## src/fbm_pkg.sv

```systemverilog
// Shared constants for the flash bus-mode and status-polling controller.
// Assumes a 40 MHz sys_clk and a byte-wide asynchronous flash on the pins.
package fbm_pkg;

  // Clock period and pin timing, in ns
  localparam int CLK_NS = 25;
  localparam int T_SETUP_NS = 25;
  localparam int T_ACC_NS = 200;
  localparam int T_WP_NS = 50;
  localparam int T_HOLD_NS = 25;
  localparam int T_VID_NS = 1000;

  // Least times round up to whole cycles, never below one
  localparam int SETUP_CYC = (T_SETUP_NS + CLK_NS - 1) / CLK_NS;
  localparam int ACC_CYC = (T_ACC_NS + CLK_NS - 1) / CLK_NS;
  localparam int WP_CYC = (T_WP_NS + CLK_NS - 1) / CLK_NS;
  localparam int HOLD_CYC = (T_HOLD_NS + CLK_NS - 1) / CLK_NS;
  localparam int VID_CYC = (T_VID_NS + CLK_NS - 1) / CLK_NS;

  // Poll pair limit before the controller gives up
  localparam int POLL_LIMIT_DEF = 1000000;

  // Widths
  localparam int ADDR_W = 19;
  localparam int DATA_W = 8;
  localparam int AVS_AW = 5;

  // Register byte offsets
  localparam logic [4:0] OFF_CMD = 5'h00;
  localparam logic [4:0] OFF_ADDR = 5'h04;
  localparam logic [4:0] OFF_WDATA = 5'h08;
  localparam logic [4:0] OFF_RDATA = 5'h0C;
  localparam logic [4:0] OFF_STATUS = 5'h10;

  // Command codes in the command register
  localparam logic [2:0] OP_NONE = 3'h0;
  localparam logic [2:0] OP_READ = 3'h1;
  localparam logic [2:0] OP_WRITE = 3'h2;
  localparam logic [2:0] OP_POLL = 3'h3;
  localparam logic [2:0] OP_IDCODE = 3'h4;
  localparam logic [2:0] OP_PROTECT = 3'h5;

  // Status register bit positions
  localparam int ST_BUSY = 0;
  localparam int ST_DONE = 1;
  localparam int ST_FAIL = 2;
  localparam int ST_WINDOW = 3;
  localparam int ST_MATCH = 4;

  // Status bits on the flash data pins
  localparam int POLLING_STATUS_BIT = 7;
  localparam int TOGGLE_STATUS_BIT = 6;
  localparam int TIMEOUT_FAILURE_BIT = 5;
  localparam int ERASE_WINDOW_BIT = 3;

  // Address lines forced for identification reads
  localparam int ADDRESS_BIT_ZERO = 0;
  localparam int ADDRESS_BIT_ONE = 1;
  localparam int ADDRESS_BIT_SIX = 6;

  // Top-level sequencer states, Gray along the usual path
  typedef enum logic [2:0] {
    FBM_IDLE = 3'h0,
    FBM_VID = 3'h1,
    FBM_RUN = 3'h3,
    FBM_POLL1 = 3'h2,
    FBM_POLL2 = 3'h6,
    FBM_FINAL = 3'h7
  } fbm_state_t;

  // Pin cycle states
  typedef enum logic [1:0] {
    FBM_C_IDLE = 2'h0,
    FBM_C_SETUP = 2'h1,
    FBM_C_STROBE = 2'h3,
    FBM_C_HOLD = 2'h2
  } fbm_cyc_state_t;

endpackage : fbm_pkg

```

## src/fbm_cycle.sv

```systemverilog
// One read or write bus cycle on the flash pins.
// Assumes start is a one-cycle pulse given only while done is not pending.
`timescale 1ns/1ps
module fbm_cycle
  import fbm_pkg::*;
#(
  parameter int P_SETUP = SETUP_CYC,
  parameter int P_ACC = ACC_CYC,
  parameter int P_WP = WP_CYC,
  parameter int P_HOLD = HOLD_CYC
) (
  input wire logic sys_clk,
  input wire logic reset,
  input wire logic start,
  input wire logic is_write,
  input wire logic [ADDR_W-1:0] addr_in,
  input wire logic [DATA_W-1:0] wdata,
  output logic done,
  output logic [DATA_W-1:0] rdata,
  output logic [ADDR_W-1:0] flash_addr,
  output logic flash_cs_n,
  output logic flash_oe_n,
  output logic flash_we_n,
  input wire logic [DATA_W-1:0] flash_dq_in,
  output logic [DATA_W-1:0] flash_dq_out,
  output logic flash_dq_oe
);

  typedef struct packed {
    fbm_cyc_state_t st;
    logic [7:0] cnt;
    logic wr;
    logic done;
    logic [DATA_W-1:0] rdata;
    logic [ADDR_W-1:0] addr;
    logic cs_n;
    logic oe_n;
    logic we_n;
    logic [DATA_W-1:0] dq_out;
    logic dq_oe;
  } fbm_cyc_t;

  fbm_cyc_t cur;
  fbm_cyc_t next_cur;

  // Strobe sequencing: setup, strobe, hold
  always_comb begin
    next_cur = cur;
    next_cur.done = 1'b0;
    case (cur.st)
      FBM_C_IDLE: begin
        if (start) begin
          next_cur.st = FBM_C_SETUP;
          next_cur.cnt = 8'h00;
          next_cur.wr = is_write;
          next_cur.addr = addr_in;
          next_cur.cs_n = 1'b0;
          next_cur.oe_n = 1'b1;
          next_cur.dq_out = wdata;
          next_cur.dq_oe = is_write;
        end
      end
      FBM_C_SETUP: begin
        next_cur.cnt = cur.cnt + 8'h01;
        if (cur.cnt == 8'(P_SETUP - 1)) begin
          next_cur.st = FBM_C_STROBE;
          next_cur.cnt = 8'h00;
          next_cur.we_n = ~cur.wr;
          next_cur.oe_n = cur.wr;
        end
      end
      FBM_C_STROBE: begin
        next_cur.cnt = cur.cnt + 8'h01;
        if (cur.wr && cur.cnt == 8'(P_WP - 1)) begin
          next_cur.st = FBM_C_HOLD;
          next_cur.cnt = 8'h00;
          next_cur.we_n = 1'b1;
        end else if (!cur.wr && cur.cnt == 8'(P_ACC - 1)) begin
          next_cur.st = FBM_C_HOLD;
          next_cur.cnt = 8'h00;
          next_cur.rdata = flash_dq_in;
          next_cur.oe_n = 1'b1;
        end
      end
      FBM_C_HOLD: begin
        next_cur.cnt = cur.cnt + 8'h01;
        if (cur.cnt == 8'(P_HOLD - 1)) begin
          next_cur.st = FBM_C_IDLE;
          next_cur.cs_n = 1'b1;
          next_cur.dq_oe = 1'b0;
          next_cur.done = 1'b1;
        end
      end
      default: begin
        next_cur.st = FBM_C_IDLE;
      end
    endcase
  end

  // State register
  always_ff @(posedge sys_clk or posedge reset) begin
    if (reset) begin
      cur <= '{st: FBM_C_IDLE, cnt: 8'h00, wr: 1'b0, done: 1'b0,
               rdata: '0, addr: '0, cs_n: 1'b1, oe_n: 1'b1, we_n: 1'b1,
               dq_out: '0, dq_oe: 1'b0};
    end else begin
      cur <= next_cur;
    end
  end

  // Outputs straight from the state register
  assign done = cur.done;
  assign rdata = cur.rdata;
  assign flash_addr = cur.addr;
  assign flash_cs_n = cur.cs_n;
  assign flash_oe_n = cur.oe_n;
  assign flash_we_n = cur.we_n;
  assign flash_dq_out = cur.dq_out;
  assign flash_dq_oe = cur.dq_oe;

endmodule : fbm_cycle

```

## src/fbm_ctrl.sv

```systemverilog
// Host controller for a byte-wide flash: raw bus cycles, identification
// reads and status polling, ordered by software over Avalon-MM.
// Assumes a high-voltage switch on the identification address line that
// follows flash_vid_en, and pin inputs synchronous to sys_clk.
// Behaviour
// - Host polls at an unprotected address inside a sector being erased.
// - After polling shows true data, read again before trusting other bits.
// - After erase failure host issues reset sequence before new operations; the controller only sets the fail bit and leaves that to software.
// - Host reads erase window bit around each added sector command; the controller latches it only on status polls.
// - Host write: chip select and write strobe low, output enable high.
//
// The Avalon-MM interface to the registers and the address map were left to the implementer.
`timescale 1ns/1ps
module fbm_ctrl
  import fbm_pkg::*;
#(
  parameter int POLL_LIMIT = POLL_LIMIT_DEF,
  parameter int P_VID = VID_CYC,
  parameter int P_ACC = ACC_CYC,
  parameter int P_WP = WP_CYC
) (
  input wire logic sys_clk,
  input wire logic reset,
  input wire logic [AVS_AW-1:0] avs_address,
  input wire logic avs_read,
  input wire logic avs_write,
  input wire logic [31:0] avs_writedata,
  output logic [31:0] avs_readdata,
  output logic avs_waitrequest,
  output logic [ADDR_W-1:0] flash_addr,
  output logic flash_cs_n,
  output logic flash_oe_n,
  output logic flash_we_n,
  input wire logic [DATA_W-1:0] flash_dq_in,
  output logic [DATA_W-1:0] flash_dq_out,
  output logic flash_dq_oe,
  output logic flash_vid_en
);

  typedef struct packed {
    fbm_state_t st;
    logic waitreq;
    logic [31:0] bus_rdata;
    logic [2:0] op;
    logic [ADDR_W-1:0] addr;
    logic [DATA_W-1:0] wdata;
    logic [DATA_W-1:0] rdata;
    logic [DATA_W-1:0] first;
    logic [ADDR_W-1:0] cyc_addr;
    logic cyc_wr;
    logic start;
    logic busy;
    logic done;
    logic fail;
    logic window;
    logic match;
    logic retry;
    logic vid_en;
    logic [31:0] count;
  } fbm_ctrl_t;

  fbm_ctrl_t cur;
  fbm_ctrl_t next_cur;
  logic cyc_done;
  logic [DATA_W-1:0] cyc_rdata;
  logic [ADDR_W-1:0] id_addr;
  logic [31:0] status_word;

  // Identification address: bit six low, bit one high, bit zero selects
  always_comb begin
    id_addr = cur.addr;
    id_addr[ADDRESS_BIT_SIX] = 1'b0;
    id_addr[ADDRESS_BIT_ONE] = 1'b1;
    id_addr[ADDRESS_BIT_ZERO] = (avs_writedata[2:0] == OP_IDCODE);
  end

  // Status register image
  always_comb begin
    status_word = 32'h0000_0000;
    status_word[ST_BUSY] = cur.busy;
    status_word[ST_DONE] = cur.done;
    status_word[ST_FAIL] = cur.fail;
    status_word[ST_WINDOW] = cur.window;
    status_word[ST_MATCH] = cur.match;
  end

  // Sequencer and register file
  always_comb begin
    next_cur = cur;
    next_cur.start = 1'b0;
    next_cur.waitreq = 1'b1;
    case (cur.st)
      FBM_IDLE: begin
        next_cur.vid_en = 1'b0;
      end
      FBM_VID: begin
        // Let the high voltage settle before the code read
        next_cur.count = cur.count + 32'h0000_0001;
        if (cur.count == 32'(P_VID - 1)) begin
          next_cur.start = 1'b1;
          next_cur.st = FBM_RUN;
        end
      end
      FBM_RUN: begin
        if (cyc_done) begin
          if (!cur.cyc_wr) begin
            next_cur.rdata = cyc_rdata;
          end
          next_cur.vid_en = 1'b0;
          next_cur.busy = 1'b0;
          next_cur.done = 1'b1;
          next_cur.st = FBM_IDLE;
        end
      end
      FBM_POLL1: begin
        if (cyc_done) begin
          next_cur.first = cyc_rdata;
          next_cur.start = 1'b1;
          next_cur.st = FBM_POLL2;
        end
      end
      FBM_POLL2: begin
        if (cyc_done) begin
          next_cur.rdata = cyc_rdata;
          next_cur.window = cyc_rdata[ERASE_WINDOW_BIT];
          next_cur.count = cur.count + 32'h0000_0001;
          if (cyc_rdata[TOGGLE_STATUS_BIT] ==
              cur.first[TOGGLE_STATUS_BIT]) begin
            // Toggling stopped: one more read for trusted data
            next_cur.start = 1'b1;
            next_cur.st = FBM_FINAL;
          end else if (cyc_rdata[TIMEOUT_FAILURE_BIT] && cur.retry) begin
            // Still toggling after the failure bit: give up and leave the
            // reset command sequence to software before new work
            next_cur.fail = 1'b1;
            next_cur.busy = 1'b0;
            next_cur.done = 1'b1;
            next_cur.st = FBM_IDLE;
          end else if (cur.count == 32'(POLL_LIMIT - 1)) begin
            next_cur.fail = 1'b1;
            next_cur.busy = 1'b0;
            next_cur.done = 1'b1;
            next_cur.st = FBM_IDLE;
          end else begin
            // Failure bit may race completion: check one more pair
            next_cur.retry = cyc_rdata[TIMEOUT_FAILURE_BIT];
            next_cur.start = 1'b1;
            next_cur.st = FBM_POLL1;
          end
        end
      end
      FBM_FINAL: begin
        if (cyc_done) begin
          next_cur.rdata = cyc_rdata;
          next_cur.window = cyc_rdata[ERASE_WINDOW_BIT];
          next_cur.match = (cyc_rdata[POLLING_STATUS_BIT] ==
                            cur.wdata[POLLING_STATUS_BIT]);
          next_cur.busy = 1'b0;
          next_cur.done = 1'b1;
          next_cur.st = FBM_IDLE;
        end
      end
      default: begin
        next_cur.st = FBM_IDLE;
      end
    endcase

    // Avalon slave: accept once, waitrequest low for one cycle
    if ((avs_read || avs_write) && cur.waitreq) begin
      next_cur.waitreq = 1'b0;
      if (avs_read) begin
        case (avs_address)
          OFF_CMD: next_cur.bus_rdata = {29'h000_0000, cur.op};
          OFF_ADDR: next_cur.bus_rdata = {13'h0000, cur.addr};
          OFF_WDATA: next_cur.bus_rdata = {24'h00_0000, cur.wdata};
          OFF_RDATA: next_cur.bus_rdata = {24'h00_0000, cur.rdata};
          OFF_STATUS: next_cur.bus_rdata = status_word;
          default: next_cur.bus_rdata = 32'h0000_0000;
        endcase
      end else begin
        case (avs_address)
          OFF_ADDR: begin
            next_cur.addr = avs_writedata[ADDR_W-1:0];
          end
          OFF_WDATA: begin
            next_cur.wdata = avs_writedata[DATA_W-1:0];
          end
          OFF_CMD: begin
            // New operations are taken only while idle
            if (cur.st == FBM_IDLE) begin
              next_cur.op = avs_writedata[2:0];
              next_cur.busy = 1'b1;
              next_cur.done = 1'b0;
              next_cur.fail = 1'b0;
              next_cur.match = 1'b0;
              next_cur.retry = 1'b0;
              next_cur.count = 32'h0000_0000;
              next_cur.cyc_addr = cur.addr;
              next_cur.cyc_wr = 1'b0;
              case (avs_writedata[2:0])
                OP_READ: begin
                  next_cur.start = 1'b1;
                  next_cur.st = FBM_RUN;
                end
                OP_WRITE: begin
                  next_cur.cyc_wr = 1'b1;
                  next_cur.start = 1'b1;
                  next_cur.st = FBM_RUN;
                end
                OP_POLL: begin
                  next_cur.start = 1'b1;
                  next_cur.st = FBM_POLL1;
                end
                OP_IDCODE, OP_PROTECT: begin
                  next_cur.cyc_addr = id_addr;
                  next_cur.vid_en = 1'b1;
                  next_cur.st = FBM_VID;
                end
                default: begin
                  next_cur.busy = 1'b0;
                  next_cur.done = 1'b1;
                end
              endcase
            end
          end
          default: begin
          end
        endcase
      end
    end
  end

  // State register
  always_ff @(posedge sys_clk or posedge reset) begin
    if (reset) begin
      cur <= '{st: FBM_IDLE, waitreq: 1'b1, bus_rdata: 32'h0000_0000,
               op: OP_NONE, addr: '0, wdata: '0, rdata: '0, first: '0,
               cyc_addr: '0, cyc_wr: 1'b0, start: 1'b0, busy: 1'b0,
               done: 1'b0, fail: 1'b0, window: 1'b0, match: 1'b0,
               retry: 1'b0, vid_en: 1'b0, count: 32'h0000_0000};
    end else begin
      cur <= next_cur;
    end
  end

  // Pin cycle engine
  fbm_cycle #(
    .P_SETUP(SETUP_CYC),
    .P_ACC(P_ACC),
    .P_WP(P_WP),
    .P_HOLD(HOLD_CYC)
  ) u_cycle (
    .sys_clk(sys_clk),
    .reset(reset),
    .start(cur.start),
    .is_write(cur.cyc_wr),
    .addr_in(cur.cyc_addr),
    .wdata(cur.wdata),
    .done(cyc_done),
    .rdata(cyc_rdata),
    .flash_addr(flash_addr),
    .flash_cs_n(flash_cs_n),
    .flash_oe_n(flash_oe_n),
    .flash_we_n(flash_we_n),
    .flash_dq_in(flash_dq_in),
    .flash_dq_out(flash_dq_out),
    .flash_dq_oe(flash_dq_oe)
  );

  // Outputs from registers
  assign avs_readdata = cur.bus_rdata;
  assign avs_waitrequest = cur.waitreq;
  assign flash_vid_en = cur.vid_en;

endmodule : fbm_ctrl

```

## config.mk

```make
export PLATFORM = sky130hd
export DESIGN_NAME = fbm_ctrl
export DESIGN_NICKNAME = d
export VERILOG_FILES = /design/src/fbm_pkg.sv /design/src/fbm_cycle.sv /design/src/fbm_ctrl.sv
export SDC_FILE = /design/constraint.sdc
export NUM_CORES = 1
export LEC_CHECK = 0
export BUFFER_PORTS_ARGS = -buffer_cell sky130_fd_sc_hd__buf_2
export CORE_ASPECT_RATIO = 1.1
export CORE_UTILIZATION = 41
export DETAILED_ROUTE_END_ITERATION = 8
export GPL_ROUTABILITY_DRIVEN = 0
export GPL_TIMING_DRIVEN = 0
export PLACE_DENSITY = 0.56
export SLEW_MARGIN = 40
export SYNTH_ARGS = -nofsm -noshare
export SYNTH_HDL_FRONTEND = slang
export SYNTH_SLANG_ARGS = --single-unit
export TNS_END_PERCENT = 5
```

## constraint.sdc

```tcl
create_clock -name sys_clk -period 10.05 [get_ports sys_clk]
set_clock_uncertainty 0.15 [all_clocks]
set_input_delay 1.5075 -clock sys_clk [delete_from_list [all_inputs] [get_ports sys_clk]]
set_output_delay 1.5075 -clock sys_clk [all_outputs]
set_load 0.1 [all_outputs]
```

==> impl_metrics.py, run 1 <==
metrics = {
    "route": {
        "vias": 5687,
        "route.antenna.remaining_nets": 0,
        "drtIter0Drc": 252,
        "dr.pass1.iters": 4,
        "drt-wirelength-per-cell_um": 16.0,
        "drc": 0,
        "avgViaCountPerCell": 4.93,
        "routed_wl_mm": 18.4,
    },
    "synthesis": {
        "synth_top_area_share_pct": 51.3,
        "synth_commonest_cells": "169 x dfrtp_1, 129 x nand2_1, 79 x mux2_2",
        "ys_warn_count": 0,
        "ys_ff_latch": 173,
        "yosysMostFrequentCell": "dfrtp_1",
        "syn-instance-count": 772,
        "ys_async_sr_fraction_pct": 100,
        "synth_edf_count": 0,
        "synth_area_leaders": "dfrtp_1 51%, mux2_2 11%, nand2_1 5.9%",
        "syn_area_mm2": 0.00825,
        "synth_ff_type": "dfrtp_1",
        "syn_area_per_cell_um2": 10.7,
        "synth.largest_area_cell": "dfrtp_1",
        "yosys.cell_types.count": 67,
        "yosysSeqAreaShare_pct": 52.5,
    },
    "die": {
        "dieArea_mm2": 0.0207,
        "die_x_um": 137,
        "die_y_um": 151,
        "core.rowCount": 54,
        "start_util_pct": 41.7,
        "core_mm2": 0.0198,
        "pin_count": 114,
    },
    "timing": {
        "slew_violations": 0,
        "layout_setup_ws_ns": 6.89,
        "relSlewSlack_pct": 51.3,
        "fin_crit_sh_pct": 31.5,
        "period_needed_ns": 3.16,
        "tightestPinTransition_ns": 0.731,
        "fmax_ghz": 0.316,
        "rsz0062_at_grt": "false",
        "hold_viol_final": 0,
        "fin_tns_setup_ns": 0,
        "finalSetupViolCount": 0,
    },
    "clock_tree": {
        "cts_tree": "yes",
        "cts_sinks": 173,
        "cts_hold_buf": 0,
        "post-cts-setup-buffers": 0,
        "clkTransAtPathRegs_ns": 0.06,
        "cts_root_buf": "clkbuf_16",
        "cts_made_buffers": 17,
        "htreeDepth": 4,
        "clock_path_buffers": 2,
        "worstSkewPairLatency_ns": 0.43,
        "ctsResizeCount": 0,
    },
    "power": {
        "power.density_mw_per_mm2": 155,
        "ir_drop_mv": 0.123,
        "p_leak_uw": 0.00482,
    },
    "worst_hold_path": {
        "holdCritPathClass": "flip-flop to flip-flop",
        "hold_path_depth": 2,
        "min-delay-start": "cur[51]",
        "min_to": "cur[51]",
    },
    "finish": {
        "drive_gt1_share_pct": 32.2,
        "area_growth_pct": 17.6,
        "fin_util_pct": 49.0,
        "seq_area_mm2": 0.00433,
        "fin_nets": 942,
        "multi_input_area_mm2": 0.00332,
        "fillers": 1880,
    },
    "critical_path": {
        "reg2reg_depth": 5,
        "cp.required_ns": 10.21,
        "path_cells": "clkbuf_1 -> nor2b_1 -> nand2_1 -> nor2_1 -> buf_2 -> mux2_2",
        "r2r-end": "cur[39]",
        "path_max_fanout": 10,
        "critical_path_class": "input port to flip-flop",
        "path_depth": 6,
        "startpoint_type": "input port",
        "cp_top_family": "simple AND/OR/NAND/NOR gates",
        "worstPathArrival_ns": 3.32,
        "r2r_start": "cur[11]",
        "slowest_stage": "nor2b_1",
        "worst-r2r-setup-slack_ns": 7.62,
        "cp-end-kind": "flip-flop",
        "max_stage_delay_ns": 0.52,
        "path_buf_inv": 2,
    },
    "grt": {
        "grt_pass1_vias": 5699,
        "antenna_found_initial": 2,
        "overflow": 0,
        "grt_max_degree": 79,
        "grt_pass1_wl_mm": 29.8,
        "grt_usage_pct": 19.1,
    },
    "placed_design": {
        "port_buffers": 84,
        "dpl_worst_slack_ns": 6.43,
        "dp_hpwl_mm": 13.2,
    },
    "status": {
        "status": "completed",
    },
    "flow_run": {
        "maxCapViolations": 0,
    },
}
registers in the layout, summed over array words and instances, names as in the netlist, 8 cells and up:
register              flops
u_cycle.cur              11
u_cycle.flash_dq_out      8
u_cycle.rdata             8
cur                     101
u_cycle.flash_addr       19
avs_readdata             19
where the power goes:
group	leakage [uW]	switching (uW)	internal, uW
logic	0.00225	69.3	28.6
registers	0.00228	11.2	711
clock network	0.000293	276	404
cells in the final DEF, fill, tap and decap left out, types with 17 or more instances in the layout:
cell	instances
xnor2_1	17
clkbuf_1	20
nand2_1	129
nor2_1	54
buf_4	60
o21ai_0	33
buf_2	95
clkbuf_16	17
dfrtp_1	169
mux2_2	79
worst max path at each step:
stage,startpoint,endpoint
floorplan,reset,avs_readdata[0]
global placement,reset,u_cycle.flash_addr[9]
detailed placement,avs_address[3],cur[100]
CTS,avs_address[3],cur[96]
global route,avs_address[3],cur[96]
finish,avs_address[3],cur[102]
area by class of cell:
cell class                      count  area share (%)
Timing Repair Buffer               86            4.90
Tap cell                          252            3.25
Antenna cell                        1          0.0258
Inverter                           10           0.464
Clock buffer                       21            4.75
Multi-Input combinational cell    508            34.3
Buffer                             93            6.23
Sequential cell                   173            44.7
Clock inverter                     10            1.43
metal layers:
layer  share of wire [%]  global-route usage (%)
met1                  46                    24.7
met2                  50                    32.2
met3                 2.9                    3.43
met4                 1.2                    5.99
met5               0.054                       0
worst reg2reg max path: cells and delay by family (launching register included):
kind | cells | cell delay, ns
AOI/OAI and AO/OA | 2 | 0.44
DFF | 1 | 0.42
and+or+nand+nor | 3 | 1.29
kinds of logic after synthesis:
family / Yosys count / synth area share (%)
simple gates: 295 / 17.7
buf+inv: 103 / 7.77
flops: 173 / 52.5
fa+ha+maj: 4 / 0.607
compound gates: 75 / 5.92
other cells: 1 / 0.0455
mux: 88 / 11.9
xor+xnor: 33 / 3.50
stage by stage:
step	total power, uW	hold slack [ns]	std cells	instance area (um2)
after global placement	831	0.307	1120	9030
after detailed placement	835	0.308	1122	9090
final	1500	0.318	1154	9700
after global routing	1550	0.348	1153	9700
after CTS	1520	0.325	1153	9690
after floorplan	806	0.285	784	8290
Note: power is estimated with default switching activity, not from simulation.
==> inputs of run 2 (changes only) <==
Settings changed: PLACE_DENSITY 0.56 to 0.58.
Clock period 10.05 ns to 2.8 ns, I/O delays scaled along.
==> run 2 against run 1 <==
Net effect: routed wire length is 1.0% higher; combinational power grew to 3.8 times the previous value; sequential power grew to 3.6 times the previous value; critical path depth stayed put; setup slack worse by 6.5 ns; final cell count is 0.43% higher; die area stayed put; sequential cell count stayed put; critical path type is now flip-flop to flip-flop; highest routed layer unchanged.
==> impl_metrics.py, run 2 (synthesis results as in run 1) <==
metrics = {
    "finish": {
        "layout_common_cells": "169 x dfrtp_1, 129 x nand2_1, 95 x buf_2",
        "fin_nets": 949,
        "largest_register_ffs": 101,
        "drive_gt1_share_pct": 32.6,
        "n_antenna_cell": 0,
        "final_cell_area_mm2": 0.00983,
        "fillers": 1821,
        "regMostFlops": "cur",
        "area_growth_pct": 19.2,
        "layout_commonest_cell": "dfrtp_1",
    },
    "clock_tree": {
        "cts_root_buf": "clkbuf_16",
        "clkTransAtPathRegs_ns": 0.06,
        "cts_hold_buf": 1,
        "clock_path_buffers": 2,
        "worstSkewPairLatency_ns": 0.43,
        "cts_made_buffers": 17,
        "post-cts-setup-buffers": 0,
        "ctsResizeCount": 0,
        "cts_tree": "yes",
        "htreeDepth": 4,
        "cts_sinks": 173,
    },
    "grt": {
        "grt_max_degree": 26,
        "grt_usage_pct": 19.2,
        "antenna_found_initial": 1,
        "grt_pass1_vias": 5735,
        "overflow": 0,
        "grt_pass1_wl_mm": 29.9,
    },
    "timing": {
        "fmax_ghz": 0.408,
        "slew_violations": 0,
        "timing.hold.ws_ns": 0.0360,
        "hold_viol_final": 0,
        "finalSetupViolCount": 0,
        "rsz0062_at_grt": "false",
        "relSlewSlack_pct": 48.3,
        "fin_crit_sh_pct": 87.5,
        "period_needed_ns": 2.45,
        "tightestPinTransition_ns": 0.775,
    },
    "worst_hold_path": {
        "min-delay-start": "avs_write",
        "holdCritPathClass": "input port to flip-flop",
    },
    "die": {
        "start_util_pct": 41.7,
        "core_mm2": 0.0198,
        "pin_count": 114,
        "die_y_um": 151,
        "die_x_um": 137,
        "dieArea_mm2": 0.0207,
        "core.rowCount": 54,
    },
    "route": {
        "dr.pass1.iters": 4,
        "drt-wirelength-per-cell_um": 16.1,
        "vias": 5828,
        "drtIter0Drc": 238,
        "route.antenna.remaining_nets": 0,
        "drc": 0,
        "routed_wl_mm": 18.6,
        "avgViaCountPerCell": 5.03,
    },
    "power": {
        "power.density_mw_per_mm2": 549,
        "p_leak_uw": 0.00488,
        "ir_drop_mv": 0.411,
        "finalPower_uw": 5400,
    },
    "placed_design": {
        "postPlaceCellArea_mm2": 0.00921,
        "dp_hpwl_mm": 13.6,
        "port_buffers": 84,
    },
    "critical_path": {
        "cp.required_ns": 2.93,
        "r2r_start": "cur[141]",
        "path_max_fanout": 10,
        "critPathLaunch": "cur[141]",
        "worstPathArrival_ns": 2.58,
        "critical_path_class": "flip-flop to flip-flop",
        "cp-end-kind": "flip-flop",
        "startpoint_type": "flip-flop",
    },
    "flow_run": {
        "maxCapViolations": 0,
    },
    "status": {
        "status": "completed",
    },
}
run 2: path summary, 6_finish.rpt:
path / endpoint / slack (ns) / cells after the start
setup / recovery: cur[2] / 0.35 / 6
setup reg to reg: cur[2] / 0.35 / 6
hold reg to reg: cur[59] / 0.32 / 2
min in group asynchronous: u_cycle.cur[41] / 0.43 / 3
max in group asynchronous: cur[58] / 1.22 / 6
hold / removal: avs_waitrequest / 0.04 / 2
run 2: worst max-delay path, cell delays in order, from the launching register on:
cell	delay [ns]
dfrtp_1	0.41
buf_2	0.20
nor4_1	0.41
and3_1	0.20
buf_2	0.20
clkbuf_1	0.61
nor2_1	0.11
run 2: cell type report:
cell class	count	area, um2	area share [%]
plain buffers	93	604	6.15
clock buffers	21	470	4.78
clock inverters	9	136	1.39
inverters	10	41.3	0.420
multi-input cells	508	3320	33.8
flip-flops and latches	173	4330	44.1
well taps	252	315	3.21
repair buffers	93	608	6.18
run 2: metrics by stage:
step                      setup slack (ns)  instances  utilization [%]  setup TNS, ns
after floorplan                     0.0226        784                -              0
after global placement               -1.21       1120             45.6        -203.45
after detailed placement             0.262       1128             46.5              0
after CTS                            0.313       1159             49.6              0
after global routing                 0.161       1159             49.7              0
final                                0.351       1159             49.7              0
run 2: routing by layer:
metal	track usage (%)	vias up	wire length, um
met4	5.05	2	153
met1	25.1	2873	8470
met3	3.64	16	566
met2	32.5	93	9420
li1	-	2844	-
met5	0	-	13
run 2: report_power, final:
group	switching [uW]	leakage, uW	internal (uW)
combinational	252	0.00231	120
sequential	39.8	0.00228	2550
clock	966	0.000292	1470
==> inputs of run 3 (changes only) <==
Settings changed: CELL_PAD_IN_SITES_DETAIL_PLACEMENT set to 0, CELL_PAD_IN_SITES_GLOBAL_PLACEMENT set to 1, PLACE_DENSITY 0.58 to 0.72.
==> run 3 against run 2 <==
Net effect: critical path depth fell by 1; die area did not move; clock-buffer cell count decreased by 2; via count is 1.1% lower; register-to-register slack improved by 0.07 ns; fmax increased by 2.8%; combinational power about the same; critical path type unchanged.
==> impl_metrics.py, run 3 (synthesis results as in run 1) <==
metrics = {
    "finish": {
        "fillers": 1818,
        "largest_register_ffs": 101,
        "area_growth_pct": 19.0,
        "regMostFlops": "cur",
        "n_antenna_cell": 0,
        "layout_commonest_cell": "dfrtp_1",
        "final_cell_area_mm2": 0.00982,
        "layout_common_cells": "169 x dfrtp_1, 129 x nand2_1, 95 x buf_2",
        "drive_gt1_share_pct": 32.8,
        "fin_nets": 949,
    },
    "die": {
        "die_x_um": 137,
        "core.rowCount": 54,
        "start_util_pct": 41.7,
        "core_mm2": 0.0198,
        "die_y_um": 151,
        "pin_count": 114,
        "dieArea_mm2": 0.0207,
    },
    "clock_tree": {
        "post-cts-setup-buffers": 0,
        "cts_made_buffers": 17,
        "clock_path_buffers": 2,
        "cts_tree": "yes",
        "cts_hold_buf": 1,
        "clkTransAtPathRegs_ns": 0.06,
        "cts_root_buf": "clkbuf_16",
        "ctsResizeCount": 0,
        "htreeDepth": 4,
        "worstSkewPairLatency_ns": 0.42,
        "cts_sinks": 173,
    },
    "timing": {
        "fin_tns_setup_ns": 0,
        "tightestPinTransition_ns": 0.835,
        "slew_violations": 0,
        "period_needed_ns": 2.38,
        "timing.hold.ws_ns": 0.0334,
        "fmax_ghz": 0.420,
        "rsz0062_at_grt": "false",
        "hold_viol_final": 0,
        "fin_crit_sh_pct": 85.1,
        "finalSetupViolCount": 0,
        "relSlewSlack_pct": 44.3,
    },
    "grt": {
        "antenna_found_initial": 1,
        "grt_max_degree": 25,
        "grt_pass1_vias": 5762,
        "grt_usage_pct": 19.4,
        "overflow": 0,
        "grt_pass1_wl_mm": 30.4,
    },
    "route": {
        "routed_wl_mm": 18.5,
        "avgViaCountPerCell": 4.96,
        "highest_layer": "met5",
        "drtIter0Drc": 313,
        "drc": 0,
        "drt-met1-wl_mm": 8.55,
        "drt-wirelength-per-cell_um": 15.9,
        "dr.pass1.iters": 6,
        "route.met2.wl_mm": 9.17,
        "route.antenna.remaining_nets": 0,
        "vias": 5762,
        "wl_met3_um": 530,
    },
    "placed_design": {
        "dp_hpwl_mm": 13.7,
        "postPlaceCellArea_mm2": 0.00923,
        "port_buffers": 84,
    },
    "critical_path": {
        "startpoint_type": "flip-flop",
        "worstPathArrival_ns": 2.52,
        "cp.required_ns": 2.94,
        "path_max_fanout": 5,
        "critical_path_class": "flip-flop to flip-flop",
        "cp-end-kind": "flip-flop",
    },
    "power": {
        "ir_drop_mv": 0.408,
        "p_leak_uw": 0.00487,
        "power.density_mw_per_mm2": 536,
    },
    "worst_hold_path": {
        "holdCritPathClass": "input port to flip-flop",
    },
    "flow_run": {
        "maxCapViolations": 0,
    },
    "status": {
        "status": "completed",
    },
}
-- run 3: power breakdown --
group          internal [uW]  switching, uW
Sequential              2550           41.0
Combinational            123            251
Clock                   1270           1020
Total                   3940           1320
-- run 3: area by class of cell --
class	instances	area (um2)	area share (%)
well taps	252	315	3.21
clock buffers	19	443	4.51
flip-flops and latches	173	4330	44.1
repair buffers	93	628	6.40
inverters	10	41.3	0.421
clock inverters	13	130	1.33
plain buffers	93	604	6.16
multi-input cells	508	3320	33.8
-- run 3: layer usage --
layer / vias to the layer above / track usage, %
met5: - / 0
met4: 2 / 5.93
met3: 20 / 3.77
met2: 92 / 32.4
met1: 2805 / 25.3
li1: 2843 / -
-- run 3: through the flow --
step | util, % | std cells | setup WS [ns] | total power [uW]
2_1_floorplan | - | 784 | 0.0226 | 2890
3_3_place_gp | 45.6 | 1120 | -1.18 | 2980
3_5_place_dp | 46.6 | 1128 | 0.266 | 3020
4_1_cts | 49.6 | 1161 | 0.422 | 5330
5_1_grt | 49.6 | 1161 | 0.283 | 5460
6_report | 49.6 | 1161 | 0.418 | 5260
-- run 3: path summary, 6_finish.rpt --
kind	start	to	slack [ns]	cells past startpoint
setup / recovery	cur[6]	cur[39]	0.42	5
hold / removal	avs_write	avs_waitrequest	0.03	2
setup reg to reg	cur[6]	cur[39]	0.42	5
hold reg to reg	cur[47]	cur[47]	0.31	2
max in group asynchronous	reset	avs_waitrequest	1.05	7
min in group asynchronous	reset	u_cycle.cur[42]	0.39	3
-- run 3: critical path: stages, from the launching register on --
cell,delay (ns)
dfrtp_1,0.43
nor4_1,0.48
nand4_1,0.28
o21ai_1,0.27
a21oi_1,0.12
or4_1,0.52
